**config.mk**
```make
export PLATFORM = sky130hd
export DESIGN_NAME = pefs_pin_mux
export DESIGN_NICKNAME = d
export VERILOG_FILES = /design/src/rtl/pefs_pkg.sv /design/src/rtl/pefs_pin_mux.sv /design/src/rtl/pefs_pin_route.sv
export VERILOG_INCLUDE_DIRS = /design/src /design/src/rtl
export SDC_FILE = /design/constraint.sdc
export NUM_CORES = 1
export LEC_CHECK = 0
export BUFFER_PORTS_ARGS = -buffer_cell sky130_fd_sc_hd__buf_4
export CAP_MARGIN = 20
export CELL_PAD_IN_SITES_DETAIL_PLACEMENT = 0
export CELL_PAD_IN_SITES_GLOBAL_PLACEMENT = 2
export CORE_MARGIN = 4
export CORE_UTILIZATION = 22
export DETAILED_ROUTE_END_ITERATION = 8
export GPL_ROUTABILITY_DRIVEN = 0
export PLACE_DENSITY = 0.85
export SYNTH_ARGS = -nofsm -noshare
export SYNTH_HDL_FRONTEND = slang
export SYNTH_SLANG_ARGS = --single-unit
export TNS_END_PERCENT = 30
```
**constraint.sdc**
```tcl
create_clock -name clk -period 2.2 [get_ports clk]
set_clock_uncertainty 0.15 [all_clocks]
set_input_delay 0.11 -clock clk [delete_from_list [all_inputs] [get_ports clk]]
set_output_delay 0.11 -clock clk [all_outputs]
set_load 0.005 [all_outputs]
```
**src/rtl/pefs_map.svh**
```systemverilog
`ifndef PEFS_MAP_SVH
`define PEFS_MAP_SVH

// Register byte offsets on the bus.
`define PEFS_OFS_FNSEL 4'h0
`define PEFS_OFS_LEVEL 4'h4

// Pin mode codes.
`define PEFS_MD_PORT 3'h0
`define PEFS_MD_TMR 3'h1
`define PEFS_MD_SER 3'h6

// Mode field positions in the function-select register.
`define PEFS_P0_LSB 0
`define PEFS_P1_LSB 4
`define PEFS_P2_LSB 8
`define PEFS_P3_LSB 12
`define PEFS_P0_MASK 16'h0003
`define PEFS_P1_MASK 16'h0070
`define PEFS_P2_MASK 16'h0700
`define PEFS_P3_MASK 16'h7000

// Writable bits, reset value and readable pad levels.
`define PEFS_FNSEL_WMASK 16'h7773
`define PEFS_FNSEL_RST 16'h0000
`define PEFS_LEVEL_MASK 16'hFF0F

// Idle values handed to peripherals whose pin is not selected.
`define PEFS_RXD_IDLE 1'b1
`define PEFS_SCK_IDLE 1'b0
`define PEFS_TMR_IDLE 4'h0
`define PEFS_TAP_IDLE 4'h0

// Index of the test-data output among the shared test-port pins.
`define PEFS_TDO_PIN 4

// Indices of the test-port input pins among the shared pins.
`define PEFS_TMS_PIN 0
`define PEFS_TRST_PIN 1
`define PEFS_TDI_PIN 2
`define PEFS_TCK_PIN 3

`endif

```
**src/rtl/pefs_pkg.sv**
```systemverilog
package pefs_pkg;

	typedef struct packed {
		logic drv;
		logic oe;
	} pefs_pad_t;

	typedef struct packed {
		logic txd;
		logic sckDrv;
		logic sckOe;
	} pefs_ser_t;

	typedef struct packed {
		logic tms;
		logic trst;
		logic tdi;
		logic tck;
	} pefs_tap_t;

	typedef enum logic {
		PEFS_BUS_WAIT,
		PEFS_BUS_ANS
	} pefs_bus_t;

endpackage : pefs_pkg
```
**src/rtl/pefs_pin_mux.sv**
```systemverilog
// Implementation choices: the address map and the Avalon-MM interface to the registers.
`timescale 1ns/1ps
`include "pefs_map.svh"

// Summary of operation
// RL1 - Pin 3 mode: 000 port, 001 timer ch0 D, 110 serial clock.
// RL2 - Pin 2 mode: 000 port, 001 timer ch0 C, 110 serial transmit.
// RL3 - Pin 1 mode: 000 port, 001 timer ch0 B, 110 serial receive.
// RL4 - Software writes only listed mode codes; others are prohibited.
// RL5 - Reserved select bits 15, 11, 7 read zero; software writes zero.
// RL6 - Level bits return pad level whatever the function; 15:8 and 3:0.
// RL7 - Level bits are read-only; writes leave them unchanged.
// RL8 - Level bits 7 to 4 always read zero.
// RL9 - Pins start as port; selection only among each pin's alternatives.
// RL10 - Emulator select low fixes shared pins to the test port.
// RL11 - All mode fields reset to zero, so pins start as port I/O.
module pefs_pin_mux (
	// Clock and reset.
	input wire logic clk,
	input wire logic rst_n,
	// Avalon-MM slave.
	input wire logic [3:0] address,
	input wire logic read,
	input wire logic write,
	input wire logic [31:0] writedata,
	input wire logic [3:0] byteenable,
	output logic [31:0] readdata,
	output logic waitrequest,
	// Port pads.
	input wire logic [15:0] padIn,
	output logic [15:0] padOut,
	output logic [15:0] padOe,
	// Port logic.
	input wire logic [15:0] portOut,
	input wire logic [15:0] portOe,
	output logic [15:0] portIn,
	// Timer channel 0, index 0 to 3 for A to D.
	input wire pefs_pkg::pefs_pad_t [3:0] tmrPad,
	output logic [3:0] tmrIn,
	// Serial channel 0.
	input wire pefs_pkg::pefs_ser_t serDrv,
	output logic serRxd,
	output logic serSckIn,
	// Pins shared with the test port, index 4 is test data out.
	input wire logic emuModeSel_n,
	input wire logic [4:0] tapPadIn,
	output logic [4:0] tapPadOut,
	output logic [4:0] tapPadOe,
	input wire logic [4:0] tapPortOut,
	input wire logic [4:0] tapPortOe,
	input wire logic tapTdo,
	output pefs_pkg::pefs_tap_t tapIn
);
	import pefs_pkg::*;

	logic [15:0] fnSel_r;
	logic [15:0] fnSel_nxt;
	pefs_bus_t busState_r;
	logic waitReq_r;
	logic [31:0] readData_r;
	logic [31:0] readMux;
	logic [15:0] padOut_r;
	logic [15:0] padOe_r;
	logic [15:0] portIn_r;
	logic [3:0] tmrIn_r;
	logic serRxd_r;
	logic serSckIn_r;
	logic [4:0] tapPadOut_r;
	logic [4:0] tapPadOe_r;
	pefs_tap_t tapIn_r;
	logic busReq;
	logic wrCommit;
	logic rdTake;
	pefs_pad_t routed [3:0];
	pefs_pad_t serPad [3:0];
	pefs_pad_t portPad [3:0];

	function automatic logic [2:0] modeOf(input logic [15:0] sel,
		input logic [1:0] pin);
		case (pin)
			2'h0: modeOf = {1'b0, sel[`PEFS_P0_LSB +: 2]};
			2'h1: modeOf = sel[`PEFS_P1_LSB +: 3];
			2'h2: modeOf = sel[`PEFS_P2_LSB +: 3];
			default: modeOf = sel[`PEFS_P3_LSB +: 3];
		endcase
	endfunction : modeOf

	function automatic logic [15:0] fieldMask(input logic [1:0] pin);
		case (pin)
			2'h0: fieldMask = `PEFS_P0_MASK;
			2'h1: fieldMask = `PEFS_P1_MASK;
			2'h2: fieldMask = `PEFS_P2_MASK;
			default: fieldMask = `PEFS_P3_MASK;
		endcase
	endfunction : fieldMask

	// Pin 0 offers only port and timer; pins 1 to 3 add the serial line.
	function automatic logic modeLegal(input logic [2:0] md,
		input logic [1:0] pin);
		modeLegal = (md == `PEFS_MD_PORT) || (md == `PEFS_MD_TMR) ||
			((md == `PEFS_MD_SER) && (pin != 2'h0));
	endfunction : modeLegal

	function automatic pefs_tap_t tapOf(input logic [4:0] pins);
		tapOf = '{tms: pins[`PEFS_TMS_PIN], trst: pins[`PEFS_TRST_PIN],
			tdi: pins[`PEFS_TDI_PIN], tck: pins[`PEFS_TCK_PIN]};
	endfunction : tapOf

	// A field written with a prohibited code keeps its old value.
	function automatic logic [15:0] applyWrite(input logic [15:0] old,
		input logic [15:0] wd, input logic [1:0] be);
		logic [15:0] merged;
		logic [15:0] res;
		logic [15:0] msk;
		merged = {be[1] ? wd[15:8] : old[15:8], be[0] ? wd[7:0] : old[7:0]};
		res = old;
		for (int p = 0; p < 4; p++) begin
			msk = fieldMask(2'(p));
			if (modeLegal(modeOf(merged, 2'(p)), 2'(p))) begin
				res = (res & ~msk) | (merged & msk);
			end
		end
		applyWrite = res & `PEFS_FNSEL_WMASK;
	endfunction : applyWrite

	assign busReq = read | write;
	assign wrCommit = (busState_r == PEFS_BUS_ANS) && write;
	assign rdTake = (busState_r == PEFS_BUS_WAIT) && read;

	// Every access answers one cycle after it is seen.
	always_ff @(posedge clk) begin
		if (!rst_n) begin
			busState_r <= PEFS_BUS_WAIT;
			waitReq_r <= 1'b1;
		end else begin
			case (busState_r)
				PEFS_BUS_WAIT: begin
					if (busReq) begin
						busState_r <= PEFS_BUS_ANS;
						waitReq_r <= 1'b0;
					end
				end
				default: begin
					busState_r <= PEFS_BUS_WAIT;
					waitReq_r <= 1'b1;
				end
			endcase
		end
	end

	always_comb begin
		if (address == `PEFS_OFS_FNSEL) begin
			readMux = {16'h0000, fnSel_r & `PEFS_FNSEL_WMASK}; // [RL5]
		end else if (address == `PEFS_OFS_LEVEL) begin
			readMux = {16'h0000, padIn & `PEFS_LEVEL_MASK}; // [RL6] [RL8]
		end else begin
			readMux = 32'h0000_0000;
		end
	end

	always_ff @(posedge clk) begin
		if (!rst_n) begin
			readData_r <= 32'h0000_0000;
		end else if (rdTake) begin
			readData_r <= readMux;
		end
	end

	always_comb begin
		fnSel_nxt = fnSel_r;
		if (wrCommit && (address == `PEFS_OFS_FNSEL)) begin
			fnSel_nxt = applyWrite(fnSel_r, writedata[15:0],
				byteenable[1:0]); // [RL4] [RL9]
		end
	end

	// Level register has no storage, so writes to it do nothing.
	always_ff @(posedge clk) begin
		if (!rst_n) begin
			fnSel_r <= `PEFS_FNSEL_RST; // [RL11]
		end else begin
			fnSel_r <= fnSel_nxt; // [RL7]
		end
	end

	always_comb begin
		for (int i = 0; i < 4; i++) begin
			portPad[i] = '{drv: portOut[i], oe: portOe[i]};
		end
		serPad[0] = '{drv: 1'b0, oe: 1'b0};
		serPad[1] = '{drv: 1'b0, oe: 1'b0};
		serPad[2] = '{drv: serDrv.txd, oe: 1'b1};
		serPad[3] = '{drv: serDrv.sckDrv, oe: serDrv.sckOe};
	end

	for (genvar g = 0; g < 4; g++) begin : gRoute
		pefs_pin_route pefs_pin_route_i (
			.mode(modeOf(fnSel_r, 2'(g))), // [RL1] [RL2] [RL3]
			.portPad(portPad[g]),
			.tmrPad(tmrPad[g]),
			.serPad(serPad[g]),
			.pad(routed[g])
		);
	end

	always_ff @(posedge clk) begin
		if (!rst_n) begin
			padOut_r <= 16'h0000;
			padOe_r <= 16'h0000;
		end else begin
			padOut_r[15:8] <= portOut[15:8];
			padOe_r[15:8] <= portOe[15:8];
			padOut_r[7:4] <= 4'h0;
			padOe_r[7:4] <= 4'h0;
			for (int i = 0; i < 4; i++) begin
				padOut_r[i] <= routed[i].drv;
				padOe_r[i] <= routed[i].oe;
			end
		end
	end

	// Timer and serial inputs reach only the owner of the pin, others see idle levels; the port sees every readable pad.
	always_ff @(posedge clk) begin
		if (!rst_n) begin
			portIn_r <= 16'h0000;
			tmrIn_r <= `PEFS_TMR_IDLE;
			serRxd_r <= `PEFS_RXD_IDLE;
			serSckIn_r <= `PEFS_SCK_IDLE;
		end else begin
			portIn_r <= padIn & `PEFS_LEVEL_MASK;
			for (int i = 0; i < 4; i++) begin
				tmrIn_r[i] <= (modeOf(fnSel_r, 2'(i)) == `PEFS_MD_TMR) ?
					padIn[i] : 1'b0;
			end
			serRxd_r <= (modeOf(fnSel_r, 2'h1) == `PEFS_MD_SER) ?
				padIn[1] : `PEFS_RXD_IDLE; // [RL3]
			serSckIn_r <= (modeOf(fnSel_r, 2'h3) == `PEFS_MD_SER) ?
				padIn[3] : `PEFS_SCK_IDLE; // [RL1]
		end
	end

	// Test-port pins: emulator mode overrides the port function.
	always_ff @(posedge clk) begin
		if (!rst_n) begin
			tapPadOut_r <= 5'h00;
			tapPadOe_r <= 5'h00;
			tapIn_r <= `PEFS_TAP_IDLE;
		end else if (!emuModeSel_n) begin
			tapPadOut_r <= 5'h00;
			tapPadOe_r <= 5'h00;
			tapPadOut_r[`PEFS_TDO_PIN] <= tapTdo; // [RL10]
			tapPadOe_r[`PEFS_TDO_PIN] <= 1'b1; // [RL10]
			tapIn_r <= tapOf(tapPadIn); // [RL10]
		end else begin
			tapPadOut_r <= tapPortOut;
			tapPadOe_r <= tapPortOe;
			tapIn_r <= `PEFS_TAP_IDLE;
		end
	end

	assign readdata = readData_r;
	assign waitrequest = waitReq_r;
	assign padOut = padOut_r;
	assign padOe = padOe_r;
	assign portIn = portIn_r;
	assign tmrIn = tmrIn_r;
	assign serRxd = serRxd_r;
	assign serSckIn = serSckIn_r;
	assign tapPadOut = tapPadOut_r;
	assign tapPadOe = tapPadOe_r;
	assign tapIn = tapIn_r;
endmodule : pefs_pin_mux

```
**src/rtl/pefs_pin_route.sv**
```systemverilog
`timescale 1ns/1ps
`include "pefs_map.svh"

module pefs_pin_route (
	// Selected mode of this pin.
	input wire logic [2:0] mode,
	// Candidate drivers.
	input wire pefs_pkg::pefs_pad_t portPad,
	input wire pefs_pkg::pefs_pad_t tmrPad,
	input wire pefs_pkg::pefs_pad_t serPad,
	// Chosen driver.
	output pefs_pkg::pefs_pad_t pad
);
	import pefs_pkg::*;

	// Unlisted codes never reach here; they fall back to port drive.
	always_comb begin
		if (mode == `PEFS_MD_TMR) begin
			pad = tmrPad;
		end else if (mode == `PEFS_MD_SER) begin
			pad = serPad;
		end else begin
			pad = portPad;
		end
	end

endmodule : pefs_pin_route

```
==> results.sh <==
export IMPL_maxCapViolations=0
export IMPL_clk_latency_ps=340
export IMPL_min_period_ps=1999
export IMPL_endpoint="fnSel_r[12]"
export IMPL_grt_pass1_wl_um=16400
export IMPL_synth_mux_area_share_pct=2.286
export IMPL_rsz0062_at_grt="no"
export IMPL_synth_top_area_share_pct=52.98
export IMPL_seq_area_frac_synth_pct=52.98
export IMPL_peakVddDrop_mv=0.3257
export IMPL_r2r_slack_ps=200
export IMPL_hpwl_um=7470
export IMPL_clkTransAtPathRegs_ps=60
export IMPL_finalSetupTns_ps=0
export IMPL_grt_pass1_vias=3222
export IMPL_cts_root_buf="clkbuf_16"
export IMPL_synth_fa_ha_area_share_pct=0
export IMPL_post_place_ws_ps=412.7
export IMPL_cp_max_fo=5
export IMPL_wl_per_cell_um=14.39
export IMPL_crit_start="busState_r"
export IMPL_via_per_inst=4.198
export IMPL_r2r_end="fnSel_r[12]"
export IMPL_yosys_warnings=0
export IMPL_htree_num_levels=3
export IMPL_synth_top_family_by_area="simple AND/OR/NAND/NOR gates"
export IMPL_synth_most_common_cell="dfxtp_1"
export IMPL_io_pins=221
export IMPL_rows=43
export IMPL_ys_async_sr_fraction_pct=0
export IMPL_clock_path_buffers=2
export IMPL_cts_setup_buffers=0
export IMPL_dieArea_mm2=0.01641
export IMPL_ys_ff_latch=84
export IMPL_leakagePower_nw=2.504
export IMPL_vias=3123
export IMPL_fin_ws_ps=200.9
export IMPL_status="complete, no violations"
export IMPL_worstPathRequired_ps=2330
export IMPL_yosysTopAreaCell="dfxtp_1"
export IMPL_port_buffers=155
export IMPL_avgSynthCellArea_um2=9.619
export IMPL_r2r_start="busState_r"
export IMPL_ant_nets=0
export IMPL_synth_cell_types=46
export IMPL_setup_violations=0
export IMPL_die_x_um=128.1
export IMPL_drcViolationCount=0
export IMPL_core_area_mm2=0.01399
export IMPL_max_freq_ghz=0.5002
export IMPL_drt_iter0_markers=103
export IMPL_cts_made_buffers=9
export IMPL_crit_arrival_ps=2130
export IMPL_maxSlewViolCount=0
export IMPL_track_usage_pct=12.96
export IMPL_layout_worst_path_cycle_share_pct=90.87
export IMPL_utilization_pct=39.40
export IMPL_cts_resized=0
export IMPL_p_per_area_mw_per_mm2=679.0
export IMPL_initial_utilization_pct=22.69
export IMPL_syn_inst=330
export IMPL_reg2reg_depth=5
export IMPL_tightest_slew_ps=652.8
export IMPL_relSlewSlack_pct=56.48
export IMPL_synth_area_leaders="dfxtp_1 53%, buf_4 6.9%, and2_1 6.5%"
export IMPL_firstDrtPassIters=4
export IMPL_cts_tree="done"
export IMPL_die_h_um=128.1
export IMPL_area_growth_pct=73.63
export IMPL_synth_compound_area_share_pct=11.82
export IMPL_hp_class="primary input to register"
export IMPL_synth_common_cells="84 x dfxtp_1, 33 x and2_1, 29 x buf_4"
export IMPL_nets=678
export IMPL_synth_area_mm2=0.003174
export IMPL_ys_flop_type="dfxtp_1"
export IMPL_overflow=0
export IMPL_synth_xor_area_share_pct=0.2759
export IMPL_grt_max_degree=34
export IMPL_wirelength_um=10710
export IMPL_ctsHoldBuffers=75
export IMPL_crit_type="register to register"
export IMPL_numClockSinks=84
export IMPL_synth_edf_count=0
export IMPL_antenna_found_initial=0
export IMPL_layout_drive_gt1_share_pct=33.39
export IMPL_synth_simple_area_share_pct=23.02
export IMPL_cp_end_kind="register"
export IMPL_cp_start_kind="register"
export IMPL_hold_viol_final=0
## layout by cell type (no fill, tap or decap), drive strengths merged, types with 3 or more instances in the layout
cell type	synthesis	layout
buf	30	160
dfxtp	84	84
dlygate4sd3	0	75
and2	33	33
conb	1	29
nor2	28	28
a21oi	18	18
nand2	15	15
nand3	10	10
a221oi	10	10
and3	10	10
clkbuf	16	10
nor3	9	9
o21ai	8	8
nand2b	7	7
inv	4	7
nor2b	5	5
mux2i	5	5
nor3b	3	3
a31oi	3	3
nor4	3	3
## power by group
group | total, mW | internal [mW] | leakage (nW) | switching [mW]
clock | 1.65 | 1.01 | 0.154 | 0.643
sequential | 1.60 | 1.58 | 0.691 | 0.0222
combinational | 0.488 | 0.302 | 1.66 | 0.186
total | 3.74 | 2.89 | 2.50 | 0.851
## through the flow
step	instances	power (mW)	hold WS (ps)	instance area, µm²
after floorplan	358	1.804	63.60	3279
after global placement	652	2.018	161.9	4436
after detailed placement	652	2.025	164.8	4436
after CTS	743	3.796	2.695	5509
after global routing	743	3.896	20.64	5509
final	744	3.742	20.75	5512
## kinds of logic after synthesis
kind of cell	Yosys count
other	1
AND/OR/NAND/NOR	131
XOR/XNOR	1
buffers and inverters	51
AO/OA/AOI/OAI	55
multiplexers	7
flip-flops	84
## worst max-delay path: stages, from the launching register on
cell           delay, ps
dfxtp_1              390
nand2_1              220
nor2_2               270
a31oi_1              130
a311oi_1             220
dlygate4sd3_1        570
## flip-flops by register name (all words and copies together), names as in the netlist, 4 cells and up, named ones only
signal / count
padOe: 12
tapPadOut: 5
padOut: 12
tmrIn: 4
tapPadOe: 5
fnSel_r: 10
portIn: 12
readdata: 15
tapIn: 4
## metal layers
| metal | routed length [µm] | part of all wire, % | vias up | GRT usage (%) |
|---|---|---|---|---|
| met1 | 4364 | 41 | 1440 | 14.84 |
| met4 | 192 | 1.8 | 0 | 5.119 |
| met5 | 0 | 0 | - | 0 |
| li1 | - | - | 1528 | - |
| met3 | 1067 | 10 | 14 | 4.875 |
| met2 | 5081 | 47 | 141 | 21.81 |
## area by class of cell
type | count | area [µm²]
repair buffers | 235 | 1952
clock buffers | 10 | 229.0
inverters | 5 | 18.77
clock inverters | 6 | 93.84
flip-flops and latches | 84 | 1682
multi-input cells | 223 | 1309
diodes | 1 | 2.502
well taps | 180 | 225.2
fillers | 1385 | 8477
## worst min-delay path by stage
stage / depth (start not counted) / slack, ps / end / start
finish: 3 / 20 / padOut[3] / tmrPad[7]
global route: 3 / 20 / padOut[3] / tmrPad[7]
CTS: 3 / 3 / padOut[3] / tmrPad[7]
detailed placement: 2 / 160 / tapIn[2] / tapPadIn[1]
global placement: 2 / 160 / tapIn[0] / tapPadIn[3]
floorplan: 1 / 60 / serRxd / padIn[1]
(Power assumes the default switching activity.)
